## config.mk

```make
export PLATFORM = sky130hd
export DESIGN_NAME = term_logic
export DESIGN_NICKNAME = d
export VERILOG_FILES = /design/src/inc/term_logic_pkg.sv /design/src/term_logic.sv
export VERILOG_INCLUDE_DIRS = /design/src /design/src/inc
export SDC_FILE = /design/constraint.sdc
export NUM_CORES = 2
export LEC_CHECK = 0
export BUFFER_PORTS_ARGS = -buffer_cell sky130_fd_sc_hd__buf_4
export CAP_MARGIN = 20
export CELL_PAD_IN_SITES_DETAIL_PLACEMENT = 1
export CELL_PAD_IN_SITES_GLOBAL_PLACEMENT = 1
export CORE_MARGIN = 5
export CORE_UTILIZATION = 42
export CTS_CLUSTER_DIAMETER = 30
export CTS_CLUSTER_SIZE = 28
export DETAILED_ROUTE_END_ITERATION = 12
export PLACE_DENSITY_LB_ADDON = 0.1
export SYNTH_ARGS = -nofsm -noshare
export SYNTH_HDL_FRONTEND = slang
export SYNTH_SLANG_ARGS = --single-unit
export TNS_END_PERCENT = 10
```

## constraint.sdc

```tcl
create_clock -name clk_i -period 5.5 [get_ports clk_i]
set_clock_uncertainty 0.15 [all_clocks]
set_input_delay 1.1 -clock clk_i [delete_from_list [all_inputs] [get_ports clk_i]]
set_output_delay 1.1 -clock clk_i [all_outputs]
set_load 0.01 [all_outputs]
```

## src/inc/term_logic_cfg.svh

```systemverilog
// Offsets, field positions, reset values and timing counts for the terminal logic.
// Assumes a 20 MHz control clock and a 32-bit classic Wishbone register port.
`ifndef TERM_LOGIC_CFG_SVH
`define TERM_LOGIC_CFG_SVH
// ****************************************
// Register byte offsets
// ****************************************
`define OFS_CTRL 6'h00
`define OFS_MAIN 6'h04
`define OFS_LOW 6'h08
`define OFS_MID 6'h0C
`define OFS_HIGH 6'h10
`define OFS_FMAX 6'h14
`define OFS_FMIN 6'h18
`define OFS_IN_LO 6'h1C
`define OFS_IN_HI 6'h20
`define OFS_OUT 6'h24
`define OFS_CNT_TGT 6'h28
`define OFS_CNT_MID 6'h2C
`define OFS_UNI1 6'h30
`define OFS_UNI2 6'h34
`define OFS_STATUS 6'h38
`define OFS_SETPT 6'h3C
// ****************************************
// Control fields and reset values
// ****************************************
`define CTRL_MODE_LSB 0
`define CTRL_SRC_LSB 4
`define CTRL_MEM_BIT 8
`define RST_OUT_FUNC 32'h0002_0501
`define RST_FMAX 16'h9C40
`define RST_MAIN 16'h1388
// ****************************************
// Timing
// ****************************************
`define CLK_HZ 20000000
`define TICK_US 1000
`define DEB_MS 2
`define REP_FAST_MS 50
`define REP_SLOW_MS 100
`define FAST_STEPS 8'h14
`define FAST_UNIT 16'h000A
`define SLOW_UNIT 16'h0001
`define CNT_MAX 16'hFFFF
`endif

```

## src/inc/term_logic_pkg.sv

```systemverilog
// Types shared by the terminal logic.
// Assumes term_logic_cfg.svh supplies the numbers.
package term_logic_pkg;
	typedef logic [5:0] func_code_t;
	typedef logic [15:0] freq_t;
	typedef enum logic [2:0] {
		ADJ_IDLE = 3'b001,
		ADJ_FAST = 3'b010,
		ADJ_SLOW = 3'b100
	} adj_state_t;
endpackage : term_logic_pkg

```

## src/term_logic.sv

```systemverilog
// Multi-function input decoding and multi-function output contacts of a drive controller.
// Assumes drive status inputs are on clk_i; terminal pins are asynchronous contacts.
//
// Our own choices: the register addresses and the Wishbone slave port.
`timescale 1ns/100ps
`default_nettype none
`include "term_logic_cfg.svh"

// Notes on behaviour
// - Ramp selection from terminals only in speed modes 0, 1 and 2.
// - Codes 23 and 24 form a two-bit ramp selector, ramp 1 to 4.
// - Running with no speed input: main setpoint; else chosen preset.
// - High, middle, low speed inputs honoured only in speed mode 1.
// - Speed inputs resolve high first, then middle, then low.
// - Up alone raises, down alone lowers, both together hold.
// - Up and down act only when frequency source is panel, value 0.
// - Up stops at maximum frequency, down stops at minimum or lower limit.
// - Held up or down steps fast at first, then at constant rate.
// - Power loss keeps the main setting unless adjust memory is enabled.
// - Binary multi-speed inputs act only in speed mode 2.
// - Count reaching target activates the counter-reach contact.
// - After reaching target, counting waits for a counter reset.
// - Counter saturates at 65535 and ignores further pulses.
// - Four contacts, codes 00 to 32, defaults 01, 05, 02, 00.
// - Codes 00 to 05: never, run, fault, zero speed, braking, reached.
// - Codes 06, 07 uniform thresholds; 08 accelerating; 09 decelerating.
// - Codes 10 to 13: drive overload, motor overload, over-torque, low voltage.
// - Code 14 pulses at step end, code 15 at program cycle end.
// - Code 16 count equals target; 17 count at least intermediate.
// - Codes 18, 19 timers; 20 current loop open; 28, 29 feedback limits.
module term_logic #(
	parameter int unsigned TICK_CYC = `CLK_HZ / 1000000 * `TICK_US
) (
	input wire logic clk_i,
	input wire logic rst_i,
	input wire logic wb_cyc_i,
	input wire logic wb_stb_i,
	input wire logic wb_we_i,
	input wire logic [5:0] wb_adr_i,
	input wire logic [3:0] wb_sel_i,
	input wire logic [31:0] wb_dat_i,
	output logic [31:0] wb_dat_o,
	output logic wb_ack_o,
	input wire logic [5:0] term_i,
	input wire logic running_i,
	input wire logic fault_i,
	input wire logic [15:0] out_freq_i,
	input wire logic [15:0] start_freq_i,
	input wire logic dc_brake_i,
	input wire logic accel_i,
	input wire logic decel_i,
	input wire logic drive_ovl_i,
	input wire logic motor_ovl_i,
	input wire logic torque_i,
	input wire logic low_volt_i,
	input wire logic step_end_i,
	input wire logic cycle_end_i,
	input wire logic timer1_i,
	input wire logic timer2_i,
	input wire logic current_loop_open_i,
	input wire logic fb_low_i,
	input wire logic fb_high_i,
	output logic [3:0] contact_o,
	output logic [1:0] ramp_sel_o,
	output logic [2:0] multi_speed_o,
	output logic [15:0] freq_target_o
);
	// ****************************************
	// Helpers
	// ****************************************
	function automatic logic [31:0] merge(input logic [31:0] old, input logic [31:0] nw, input logic [3:0] sel);
		logic [31:0] r;
		r = old;
		for (int b = 0; b < 4; b++) begin
			if (sel[b]) begin
				r[8*b +: 8] = nw[8*b +: 8];
			end
		end
		return r;
	endfunction : merge

	function automatic logic code_on(input term_logic_pkg::func_code_t code, input logic [32:0] cond);
		logic r;
		r = 1'b0;
		if (code <= 6'h20) begin
			r = cond[code[5:0]];
		end
		return r;
	endfunction : code_on

	// ****************************************
	// Registers
	// ****************************************
	logic [31:0] ctrl_q;
	term_logic_pkg::freq_t main_q, low_q, mid_q, high_q, fmax_q, fmin_q;
	logic [31:0] in_lo_q, in_hi_q, out_q;
	logic [15:0] cnt_tgt_q, cnt_mid_q;
	term_logic_pkg::freq_t uni1_q, uni2_q;
	logic wr;
	logic [1:0] mode;
	logic [3:0] src;
	logic adj_step;
	term_logic_pkg::freq_t adj_q, adj_d;

	assign wr = wb_cyc_i && wb_stb_i && wb_we_i && !wb_ack_o;
	assign mode = ctrl_q[`CTRL_MODE_LSB +: 2];
	assign src = ctrl_q[`CTRL_SRC_LSB +: 4];

	always_ff @(posedge clk_i) begin
		if (rst_i) begin
			wb_ack_o <= 1'b0;
		end else begin
			wb_ack_o <= wb_cyc_i && wb_stb_i && !wb_ack_o;
		end
	end

	// Function codes, defaults 01 05 02 00
	always_ff @(posedge clk_i) begin
		if (rst_i) begin
			ctrl_q <= 32'h0000_0000;
			low_q <= 16'h0000;
			mid_q <= 16'h0000;
			high_q <= 16'h0000;
			fmax_q <= `RST_FMAX;
			fmin_q <= 16'h0000;
			in_lo_q <= 32'h0000_0000;
			in_hi_q <= 32'h0000_0000;
			out_q <= `RST_OUT_FUNC;
			cnt_tgt_q <= 16'h0000;
			cnt_mid_q <= 16'h0000;
			uni1_q <= 16'h0000;
			uni2_q <= 16'h0000;
		end else if (wr) begin
			unique case (wb_adr_i)
				`OFS_CTRL: ctrl_q <= merge(ctrl_q, wb_dat_i, wb_sel_i) & 32'h0000_01F3;
				`OFS_LOW: low_q <= 16'(merge({16'h0000, low_q}, wb_dat_i, wb_sel_i));
				`OFS_MID: mid_q <= 16'(merge({16'h0000, mid_q}, wb_dat_i, wb_sel_i));
				`OFS_HIGH: high_q <= 16'(merge({16'h0000, high_q}, wb_dat_i, wb_sel_i));
				`OFS_FMAX: fmax_q <= 16'(merge({16'h0000, fmax_q}, wb_dat_i, wb_sel_i));
				`OFS_FMIN: fmin_q <= 16'(merge({16'h0000, fmin_q}, wb_dat_i, wb_sel_i));
				`OFS_IN_LO: in_lo_q <= merge(in_lo_q, wb_dat_i, wb_sel_i);
				`OFS_IN_HI: in_hi_q <= merge(in_hi_q, wb_dat_i, wb_sel_i) & 32'h0000_FFFF;
				`OFS_OUT: out_q <= merge(out_q, wb_dat_i, wb_sel_i);
				`OFS_CNT_TGT: cnt_tgt_q <= 16'(merge({16'h0000, cnt_tgt_q}, wb_dat_i, wb_sel_i));
				`OFS_CNT_MID: cnt_mid_q <= 16'(merge({16'h0000, cnt_mid_q}, wb_dat_i, wb_sel_i));
				`OFS_UNI1: uni1_q <= 16'(merge({16'h0000, uni1_q}, wb_dat_i, wb_sel_i));
				`OFS_UNI2: uni2_q <= 16'(merge({16'h0000, uni2_q}, wb_dat_i, wb_sel_i));
				default: ;
			endcase
		end
	end

	// Adjusted value written back only when memory is enabled
	always_ff @(posedge clk_i) begin
		if (rst_i) begin
			main_q <= `RST_MAIN;
		end else if (wr && wb_adr_i == `OFS_MAIN) begin
			main_q <= 16'(merge({16'h0000, main_q}, wb_dat_i, wb_sel_i));
		end else if (adj_step && ctrl_q[`CTRL_MEM_BIT]) begin
			main_q <= adj_d;
		end
	end

	// ****************************************
	// Terminal sampling
	// ****************************************
	logic [31:0] tick_cnt_q;
	logic tick_q;
	logic [5:0] sync1_q, sync2_q, deb_q;

	always_ff @(posedge clk_i) begin
		if (rst_i) begin
			tick_cnt_q <= 32'h0000_0000;
			tick_q <= 1'b0;
		end else begin
			tick_q <= (tick_cnt_q == 32'(TICK_CYC - 1));
			tick_cnt_q <= (tick_cnt_q == 32'(TICK_CYC - 1)) ? 32'h0000_0000 : tick_cnt_q + 32'h0000_0001;
		end
	end

	always_ff @(posedge clk_i) begin
		if (rst_i) begin
			sync1_q <= 6'h00;
			sync2_q <= 6'h00;
		end else begin
			sync1_q <= term_i;
			sync2_q <= sync1_q;
		end
	end

	// Stability must span the minimum pulse width, so counts cannot double on bounce
	generate
		for (genvar i = 0; i < 6; i++) begin : g_deb
			logic [1:0] hold_q;
			logic level_q;
			assign deb_q[i] = level_q;
			always_ff @(posedge clk_i) begin
				if (rst_i) begin
					hold_q <= 2'h0;
					level_q <= 1'b0;
				end else if (sync2_q[i] == level_q) begin
					hold_q <= 2'h0;
				end else if (tick_q) begin
					if (hold_q == 2'(`DEB_MS - 1)) begin
						level_q <= sync2_q[i];
						hold_q <= 2'h0;
					end else begin
						hold_q <= hold_q + 2'h1;
					end
				end
			end
		end
	endgenerate

	// Function active vector: bit k, 1 to 32, is set when any terminal holding code k is closed; bit 0 stays clear
	logic [32:0] fn;
	logic [47:0] in_codes;
	assign in_codes = {in_hi_q[15:0], in_lo_q};
	always_comb begin
		fn = 33'h0_0000_0000;
		for (int i = 0; i < 6; i++) begin
			if (code_on(in_codes[8*i +: 6], 33'h1_FFFF_FFFE)) begin
				fn[in_codes[8*i +: 6]] = fn[in_codes[8*i +: 6]] | deb_q[i];
			end
		end
	end

	// ****************************************
	// Ramp and speed selection
	// ****************************************
	always_ff @(posedge clk_i) begin
		if (rst_i) begin
			ramp_sel_o <= 2'h0;
			multi_speed_o <= 3'h0;
		end else begin
			if (mode != 2'h3) begin
				ramp_sel_o <= {fn[24], fn[23]};
			end else begin
				ramp_sel_o <= 2'h0;
			end
			// Binary speeds in mode 2 only
			multi_speed_o <= (mode == 2'h2) ? {fn[22], fn[21], fn[20]} : 3'h0;
		end
	end

	always_ff @(posedge clk_i) begin
		if (rst_i) begin
			freq_target_o <= 16'h0000;
		end else if (!running_i) begin
			freq_target_o <= 16'h0000;
		// Speed terminals in mode 1 only
		end else if (mode == 2'h1) begin
			if (fn[17]) begin
				freq_target_o <= high_q;
			end else if (fn[18]) begin
				freq_target_o <= mid_q;
			end else if (fn[19]) begin
				freq_target_o <= low_q;
			end else begin
				freq_target_o <= adj_q;
			end
		end else begin
			freq_target_o <= adj_q;
		end
	end

	// ****************************************
	// Up and down adjustment
	// ****************************************
	term_logic_pkg::adj_state_t st_q;
	logic [7:0] ms_q, steps_q;
	logic up, dn;
	term_logic_pkg::freq_t unit;

	assign up = fn[25] && !fn[26] && src == 4'h0;
	assign dn = fn[26] && !fn[25] && src == 4'h0;
	assign unit = (st_q == term_logic_pkg::ADJ_SLOW) ? `SLOW_UNIT : `FAST_UNIT;

	// Fast steps first, then constant rate
	always_ff @(posedge clk_i) begin
		if (rst_i) begin
			st_q <= term_logic_pkg::ADJ_IDLE;
			ms_q <= 8'h00;
			steps_q <= 8'h00;
		end else if (!(up || dn)) begin
			st_q <= term_logic_pkg::ADJ_IDLE;
			ms_q <= 8'h00;
			steps_q <= 8'h00;
		end else begin
			unique case (st_q)
				term_logic_pkg::ADJ_IDLE: st_q <= term_logic_pkg::ADJ_FAST;
				term_logic_pkg::ADJ_FAST: begin
					if (adj_step) begin
						steps_q <= steps_q + 8'h01;
						if (steps_q == `FAST_STEPS) begin
							st_q <= term_logic_pkg::ADJ_SLOW;
						end
					end
				end
				term_logic_pkg::ADJ_SLOW: ;
			endcase
			if (adj_step) begin
				ms_q <= 8'h00;
			end else if (tick_q) begin
				ms_q <= ms_q + 8'h01;
			end
		end
	end

	assign adj_step = (st_q == term_logic_pkg::ADJ_IDLE && (up || dn))
		|| (st_q == term_logic_pkg::ADJ_FAST && tick_q && ms_q == 8'(`REP_FAST_MS - 1))
		|| (st_q == term_logic_pkg::ADJ_SLOW && tick_q && ms_q == 8'(`REP_SLOW_MS - 1));

	always_comb begin
		adj_d = adj_q;
		if (up) begin
			adj_d = (fmax_q - adj_q < unit) ? fmax_q : adj_q + unit;
		end else if (dn) begin
			adj_d = (adj_q < fmin_q + unit) ? fmin_q : adj_q - unit;
		end
	end

	// Setpoint reloads from the main setting after reset, so unsaved adjustment is lost
	logic load_q;
	always_ff @(posedge clk_i) begin
		if (rst_i) begin
			adj_q <= 16'h0000;
			load_q <= 1'b1;
		end else if (load_q || (wr && wb_adr_i == `OFS_MAIN)) begin
			adj_q <= load_q ? main_q : 16'(merge({16'h0000, main_q}, wb_dat_i, wb_sel_i));
			load_q <= 1'b0;
		end else if (adj_step) begin
			adj_q <= adj_d;
		end
	end

	// ****************************************
	// Event counter
	// ****************************************
	logic [15:0] count_q;
	logic pulse_q, reached_q;

	always_ff @(posedge clk_i) begin
		if (rst_i) begin
			pulse_q <= 1'b0;
		end else begin
			pulse_q <= fn[27];
		end
	end

	// Debounce window assumes the source honours 2 ms levels
	always_ff @(posedge clk_i) begin
		if (rst_i || fn[28]) begin
			count_q <= 16'h0000;
			reached_q <= 1'b0;
		end else begin
			if (fn[27] && !pulse_q && !reached_q && count_q != `CNT_MAX) begin
				count_q <= count_q + 16'h0001;
			end
			if (count_q == cnt_tgt_q && cnt_tgt_q != 16'h0000) begin
				reached_q <= 1'b1;
			end
		end
	end

	// ****************************************
	// Output contacts
	// ****************************************
	logic [32:0] cond;
	always_comb begin
		cond = 33'h0_0000_0000;
		cond[1] = running_i || out_freq_i != 16'h0000;
		cond[2] = fault_i;
		cond[3] = out_freq_i < start_freq_i;
		cond[4] = dc_brake_i;
		cond[5] = running_i && out_freq_i == freq_target_o;
		cond[6] = out_freq_i >= uni1_q;
		cond[7] = out_freq_i >= uni2_q;
		cond[8] = accel_i;
		cond[9] = decel_i;
		cond[10] = drive_ovl_i;
		cond[11] = motor_ovl_i;
		cond[12] = torque_i;
		cond[13] = low_volt_i;
		cond[14] = step_end_i;
		cond[15] = cycle_end_i;
		cond[16] = count_q == cnt_tgt_q || reached_q;
		cond[17] = count_q >= cnt_mid_q;
		cond[18] = timer1_i;
		cond[19] = timer2_i;
		cond[20] = current_loop_open_i;
		cond[28] = fb_low_i;
		cond[29] = fb_high_i;
	end

	// One process owns all four contacts, so no bit has a second driver
	always_ff @(posedge clk_i) begin
		if (rst_i) begin
			contact_o <= 4'h0;
		end else begin
			for (int k = 0; k < 4; k++) begin
				contact_o[k] <= code_on(out_q[8*k +: 6], cond);
			end
		end
	end

	// ****************************************
	// Read path
	// ****************************************
	always_ff @(posedge clk_i) begin
		if (rst_i) begin
			wb_dat_o <= 32'h0000_0000;
		end else if (wb_cyc_i && wb_stb_i && !wb_ack_o) begin
			unique case (wb_adr_i)
				`OFS_CTRL: wb_dat_o <= ctrl_q;
				`OFS_MAIN: wb_dat_o <= {16'h0000, main_q};
				`OFS_LOW: wb_dat_o <= {16'h0000, low_q};
				`OFS_MID: wb_dat_o <= {16'h0000, mid_q};
				`OFS_HIGH: wb_dat_o <= {16'h0000, high_q};
				`OFS_FMAX: wb_dat_o <= {16'h0000, fmax_q};
				`OFS_FMIN: wb_dat_o <= {16'h0000, fmin_q};
				`OFS_IN_LO: wb_dat_o <= in_lo_q;
				`OFS_IN_HI: wb_dat_o <= in_hi_q;
				`OFS_OUT: wb_dat_o <= out_q;
				`OFS_CNT_TGT: wb_dat_o <= {16'h0000, cnt_tgt_q};
				`OFS_CNT_MID: wb_dat_o <= {16'h0000, cnt_mid_q};
				`OFS_UNI1: wb_dat_o <= {16'h0000, uni1_q};
				`OFS_UNI2: wb_dat_o <= {16'h0000, uni2_q};
				`OFS_STATUS: wb_dat_o <= {count_q, 3'h0, reached_q, contact_o, 2'h0, deb_q};
				`OFS_SETPT: wb_dat_o <= {16'h0000, adj_q};
				default: wb_dat_o <= 32'h0000_0000;
			endcase
		end
	end
endmodule : term_logic
`default_nettype wire

```

# After elaboration in Yosys (flattened, before gate mapping)
# Memories as Yosys holds them, arrays and structs flattened. A register that Yosys moved wholly into a read port is not among the register bits.
# Cells that the tools add are included.
[word_totals]
reg_bits = 422
romBits = 448
inputBits = 101
output_inout_bits = 58
wordCells = 373
n_memories = 7
[op_classes]
n_addsub = 14
magnitude_cmp = 32
n_eq_ne = 42
muxes = 94
n_bitwise = 21
n_reduce_logical = 99
[memory_table]
columns = ["name", "depth", "word_bits", "read_ports", "rd_ports_with_merged_regs", "write_ports", "line_no", "rtl"]
rows = [
  ["(name not given)", 64, 1, 1, 1, 0, "term_logic.sv:86", "r = cond[code[5:0]];"],
  ["(name not given)", 64, 1, 1, 1, 0, "term_logic.sv:86", ""],
  ["(name not given)", 64, 1, 1, 1, 0, "term_logic.sv:86", ""],
  ["(name not given)", 64, 1, 1, 1, 0, "term_logic.sv:86", ""],
  ["(name not given)", 64, 1, 1, 1, 0, "term_logic.sv:86", ""],
  ["(name not given)", 64, 1, 1, 1, 0, "term_logic.sv:223", "fn[in_codes[8*i +: 6]] = fn[in_codes[8*i +: 6]] | deb_q[i];"],
  ["1 more memories", "n/a", "n/a", "n/a", "n/a", "n/a", "n/a", ""],
]
[ops]
columns = ["operator", "count"]
rows = [
  ["case mux 32 bit (16 select lines)", 1],
  ["two-way mux 16 bit", 13],
  ["bitwise mux 33 bit", 5],
  ["two-way mux 33 bit", 5],
  ["AND reduction 3 bit", 37],
  ["two-way mux 6 bit", 14],
  ["less-than comparator 6 x 7 -> 1 bit (second input constant)", 10],
  ["less-or-equal comparator 6 bit (second input constant)", 10],
  ["binary-select mux 1 bit (select 6 bit)", 9],
  ["equality test 6 bit (second input constant)", 8],
  [">= comparator 16 bit", 3],
  ["demux 1 bit (select 6 bit)", 6],
  [">= comparator 6 x 1 -> 1 bit (second input constant)", 6],
  ["bitwise AND 33 bit", 1],
  ["adder 16 x 4 -> 16 bit", 2],
  ["adder 32 x 1 -> 32 bit (second input constant)", 1],
  ["equality test 16 bit", 2],
  ["equality test 32 x 15 -> 1 bit (second input constant)", 1],
  ["less-than comparator 16 bit", 2],
  ["nonzero test 16 bit", 2],
  ["OR reduction 2 bit", 15],
  ["two-way mux 29 bit", 1],
  ["two-way mux 1 bit", 28],
  ["logical AND 1 bit", 26],
  ["34 further kinds", 94],
]

# Depth between registers and ports, before layout
[logic_depth]
word_depth = 41
mapped_depth = 28
ltp_nobuf = 25

# Worst setup path before layout
# Ideal clock, no wire load.
[synth_timing]
path_kind = "register -> register"
startpoint = "reg in_lo_q[8]"
endpoint = "reg main_q[0]"
setup_ps = 59
arrival_ps = 5589
setup_slack_ps = -297
path_stages_with_launch = 25
path_buffers = 4
period_less_slack_ps = 5797
cell_sequence = "dfxtp_1 buf_4 or3b_1 nand2b_4 a211o_1 o31a_1 a21oi_1 a211o_1 nand3_1 o21a_1 a31oi_2 nand2_4 or2_1 buf_2 a21o_1 a311o_1 a211o_1 and3_1 buf_2 or3_1 buf_2 a311oi_4 nand2_4 nor3_1 a31o_1"
[synth_between]
elab_chain_len = 35
elab_cells_between_ends = 48
[synth_lines]
columns = ["element", "line_no", "rtl"]
rows = [
  ["start: declaration", "term_logic.sv:96", "logic [31:0] in_lo_q, in_hi_q, out_q;"],
  ["start signal: assignment", "term_logic.sv:141", "`OFS_IN_LO: in_lo_q <= merge(in_lo_q, wb_dat_i, wb_sel_i);"],
  ["less-than comparator 6 x 7 -> 1 bit (not written as such) or >= comparator 6 x 1 -> 1 bit (tied branches)", "term_logic.sv:223", ""],
  ["logical AND 1 bit (not written as such)", "term_logic.sv:223", ""],
  ["two-way mux 1 bit (not written as such)", "term_logic.sv:223", ""],
  ["demux 1 bit (select 6 bit)", "term_logic.sv:223", ""],
  ["bitwise mux 33 bit", "term_logic.sv:223", ""],
  ["two-way mux 33 bit *", "term_logic.sv:222", "if (code_on(in_codes[8*i +: 6], 33'h1_FFFF_FFFE)) begin"],
  ["binary-select mux 1 bit (select 6 bit)", "term_logic.sv:223", ""],
  ["two-way mux 1 bit (not written as such)", "term_logic.sv:223", ""],
  ["[... 17 more ...]", "n/a", ""],
  ["two-way mux 29 bit *", "term_logic.sv:222", ""],
  ["zero test 1 bit, on equally long branches", "term_logic.sv:275, term_logic.sv:276", ""],
  ["logical AND 1 bit, on equally long branches (2 in series)", "term_logic.sv:275, term_logic.sv:276", ""],
  ["logical OR 1 bit", "term_logic.sv:310", "assign adj_step = (st_q == term_logic_pkg::ADJ_IDLE && (up || dn))"],
  ["logical AND 1 bit", "term_logic.sv:310", ""],
  ["logical OR 1 bit (2 in series)", "term_logic.sv:310", ""],
  ["logical AND 1 bit", "term_logic.sv:159", "end else if (adj_step && ctrl_q[`CTRL_MEM_BIT]) begin"],
  ["nonzero test 2 bit (no source line)", "n/a", ""],
  ["end signal: assignment", "term_logic.sv:156", "main_q <= `RST_MAIN;"],
  ["end signal: assignment", "term_logic.sv:158", "main_q <= 16'(merge({16'h0000, main_q}, wb_dat_i, wb_sel_i));"],
  ["end signal: assignment", "term_logic.sv:160", "main_q <= adj_d;"],
  ["end: declaration", "term_logic.sv:95", "term_logic_pkg::freq_t main_q, low_q, mid_q, high_q, fmax_q, fmin_q;"],
]
# Every way passes the cells marked *; elsewhere a longest branch is shown, timed or not. The select of a mux whose other input is x is not followed.
# A chain may end at the register's enable or synchronous reset.

# Worst setup path in the final report
[layout_timing]
startpoint = "reg in_lo_q[9]"
endpoint = "reg adj_q[5]"
[layout_between]
elab_chain_len = 34
elab_cells_between_ends = 47
[layout_lines]
columns = ["element", "line_no", "rtl"]
rows = [
  ["less-than comparator 6 x 7 -> 1 bit (not written as such) or >= comparator 6 x 1 -> 1 bit (tied branches)", "term_logic.sv:223", ""],
  ["logical AND 1 bit (not written as such)", "term_logic.sv:223", ""],
  ["two-way mux 1 bit (not written as such)", "term_logic.sv:223", ""],
  ["demux 1 bit (select 6 bit)", "term_logic.sv:223", ""],
  ["bitwise mux 33 bit", "term_logic.sv:223", ""],
  ["two-way mux 33 bit *", "term_logic.sv:222", ""],
  ["binary-select mux 1 bit (select 6 bit)", "term_logic.sv:223", ""],
  ["two-way mux 1 bit (not written as such)", "term_logic.sv:223", ""],
  ["[... 11 more ...]", "n/a", ""],
  ["bitwise mux 33 bit", "term_logic.sv:223", ""],
  ["two-way mux 33 bit *", "term_logic.sv:222", ""],
  ["binary-select mux 1 bit (select 6 bit)", "term_logic.sv:223", ""],
  ["two-way mux 1 bit (not written as such)", "term_logic.sv:223", ""],
  ["bitwise OR 1 bit", "term_logic.sv:223", ""],
  ["bitwise mux 33 bit", "term_logic.sv:223", ""],
  ["two-way mux 29 bit *", "term_logic.sv:222", ""],
  ["branches (longest 8 deep; another with two-way mux 16 bit)", "n/a", ""],
  ["end signal: assignment", "term_logic.sv:330", "adj_q <= load_q ? main_q : 16'(merge({16'h0000, main_q}, wb_dat_i, wb_sel_i));"],
  ["end signal: assignment", "term_logic.sv:333", "adj_q <= adj_d;"],
  ["end: declaration", "term_logic.sv:103", "term_logic_pkg::freq_t adj_q, adj_d;"],
]
# Mark *: on every way between the ends. The select of a mux whose other input is x is not followed.

==> impl_results.md <==
* Cts bufs inserted at 102
* Clock buffer depth at 3
* CP Launch Point: in_lo_q[9]
* Yosys top cell by area: dfxtp_1
* Synthesized flop and latch total at ~430
* Max Transition Viols Final at 0
* Maximum VDD drop at 0.000232 V
* CTS Root Cell: clkbuf_16
* P_leak at 15.4 nW
* DRT iter0 DRCs at roughly 3,800
* Core Area at 0.0699 mm²
* Fin crit period at ~6000 ps
* Max_slew headroom at 27.4%
* Post-route ant nets at 0
* DRT Wirelength at 160 mm
* Drt drc at 0
* Total grt overflow at 0
* Fmax at between 0.15 and 0.2 GHz
* Vias at 35,400
* Startpoint types: flop
* Share of layout cells above drive strength 1 at 26.6%
* GP Congestion at 1.02
* H-tree depth at 3
* DIE WIDTH at 275 µm
* CP required at 5970 ps
* RSZ-0062 raised after global routing: true
* Setup violators final at between 80 and 90
* Maxcap violations at 0
* Non-filler cells, final at 5,568
* Post-synth top area share at 29.0%
* Layout area overhead at 37.5%
* Crit share post-route at 112%
* Reg-to-Reg Start: in_lo_q[9]
* Post-Synthesis Cell Area at 0.0295 mm²
* Status: finished, violations left
* Die Y at 275 µm
* Final Hold Fails at 0
* Post-synthesis cell count at 3,980
* Starting Density at 42.2%
* Commonest cells post-synth: 714 x nand2_1, 428 x dfxtp_1, 369 x nor2_1
* Most frequent cell after synthesis: nand2_1
* Netlist cell types at 113
* Slowest cell on crit path: or3b_1
* Net Count, Synth at 4,197
* Dpl cell area at 0.0350 mm²
* Initial antenna violation count at 5
* Final Net Count at 4,756
* Most frequent CP cell: buf_4
* Clock transition at path regs at 60 ps
* Crit-path max FO at 6
* Drt wl/cell at 28.8 µm
* Clock sink count at around 430
* P per Cell Area at 251 mW/mm²
* Setup TNS at -41,680 ps
* Vias per Instance at 6.37
* Crit end category: flop
* Placed cells at around 5,300
* Syn Area/Cell at 7.42 µm²
* Final WS setup at -672 ps
* Synth Flop Type: dfxtp_1
* Boundary pin count at 159
* Gr usage total at 40.3%
* Die Area at about 0.076 mm²
* Post-CTS Hold Fix Bufs at 0
* DR pass1 iterations at 9
* Crit path DAT at around 6600 ps
* Global-route wire length before repair at between 200 and 250 mm
* Min-Delay Path Class: reg -> reg
* Tot Pwr at 0.0102 W
* Final instance area at 0.0406 mm²
* Hold path startpoint: g_deb[5].hold_q[1]
* I/O Buffers at approximately 160
* Top post-synthesis cells by area: dfxtp_1 29%, nand2_1 9.1%, a21oi_1 6.2%
* Dpl hpwl at 117 mm
* Skew-Pair Late Insertion Delay at 670 ps
* Register area share after synthesis at 29.0%
* Worst Tran Pin Value at 1090 ps
* Largest net degree at the start of global routing at 143
* Failing checks: setup timing
* Vias in the first global route at 35,400
* Async S/R FF share, synth at 0%
* Site row count at 97
* Yosys warning total at 0
* Max incr delay on CP at 440 ps
* Hold Worst Slack at 296 ps
* Post-synth EDFFs at 0
* CTS tree: built
* Critical path class: reg -> reg
logic make-up (layout without fill, tap and decap cells):
group / count (synthesis) / after routing / share of synthesized area (%)
compound gates: 1118 / 1118 / 25.8
xor+xnor: 150 / 150 / 4.45
fa+ha+maj: 116 / 116 / 5.02
buf+inv: 405 / 1049 / 5.42
flops: 428 / 428 / 29.0
mux: 92 / 92 / 3.94
other cells: 0 / 4 / 0
simple gates: 1671 / 1671 / 26.4
registers in the layout, summed over array words and instances (netlist names), 32 cells and up, named ones only:
signal / flops
in_lo_q: 32
out_q: 32
tick_cnt_q: 32
wb_dat_o: 32
where the power goes:
part	total, W	internal (W)	switching, W	leakage [nW]
sequential	0.00314	0.00312	0.0000158	3.46
clock	0.00649	0.00440	0.00209	1.76
combinational	0.000573	0.000207	0.000366	10.2
total	0.0102	0.00773	0.00247	15.4
layout make-up:
| cell class | instances | area, µm² |
|---|---|---|
| Clock inverter | 63 | 915 |
| Multi-Input combinational cell | 3147 | 20700 |
| Tap cell | 940 | 1180 |
| Timing Repair Buffer | 738 | 5980 |
| Inverter | 122 | 458 |
| Sequential cell | 428 | 8600 |
| Fill cell | 8454 | 29300 |
| Clock buffer | 126 | 2780 |
| Antenna cell | 4 | 10.0 |
worst paths after layout:
kind                            cells after the start  slack (ps)                 end
worst max-delay path                               29        -670            adj_q[5]
worst min register to register                      2         300  g_deb[5].hold_q[1]
worst max register to register                     29        -670            adj_q[5]
worst min-delay path                                2         300  g_deb[5].hold_q[1]
critical path: cells and delay by family (launching register included):
family                 cells  cell delay [ps]
AO/OA/AOI/OAI             16             3120
AND/OR/NAND/NOR            4              910
flip-flops                 1              360
buffers and inverters      9             1550
through the flow:
step	setup slack [ps]	util (%)
after CTS	-541	56.7
after floorplan	-276	-
final	-672	58.1
after detailed placement	-1080	50.0
after global placement	-936	50.0
after global routing	-798	58.0
placed cells by master (no fill, tap or decap), types with 22 or more instances in the layout:
cell type and instances:
o211ai_1 26, a21oi_1 360, dfxtp_1 415, a211oi_1 23, and3_1 44, xor2_1 61
nand2_1 710, a22o_1 23, mux2i_1 39, nand4_1 37, a22oi_1 71, buf_6 48
a222oi_1 26, nand3_1 105, nor3_1 85, clkbuf_16 103, mux2_2 33, a221oi_1 28
inv_1 119, nor4_1 38, a21o_1 79, ha_1 112, nand2b_1 37, nor2b_1 32
a31oi_1 24, o21ai_0 102, o32ai_1 22, xnor2_1 88, nor2_1 355, o22ai_1 27
and2_1 39, buf_4 667
what timing repair did:
action | CTS | global route
setup buffers | 28 | 30
pin swaps | 70 | 88
cloned | 1 | 1
gates resized for setup | 178 | 151
endpoints found under the setup margin | 90 | 90
routing by layer:
| metal | GRT usage [%] | vias to the layer above | share of wire (%) |
|---|---|---|---|
| li1 | - | 15500 | - |
| met1 | 52.1 | 17300 | 40 |
| met2 | 62.1 | 2025 | 43 |
| met3 | 8.80 | 606 | 9.6 |
| met4 | 23.0 | 2 | 7.2 |
| met5 | 0.128 | - | 0.0081 |
(Power assumes the default switching activity.)
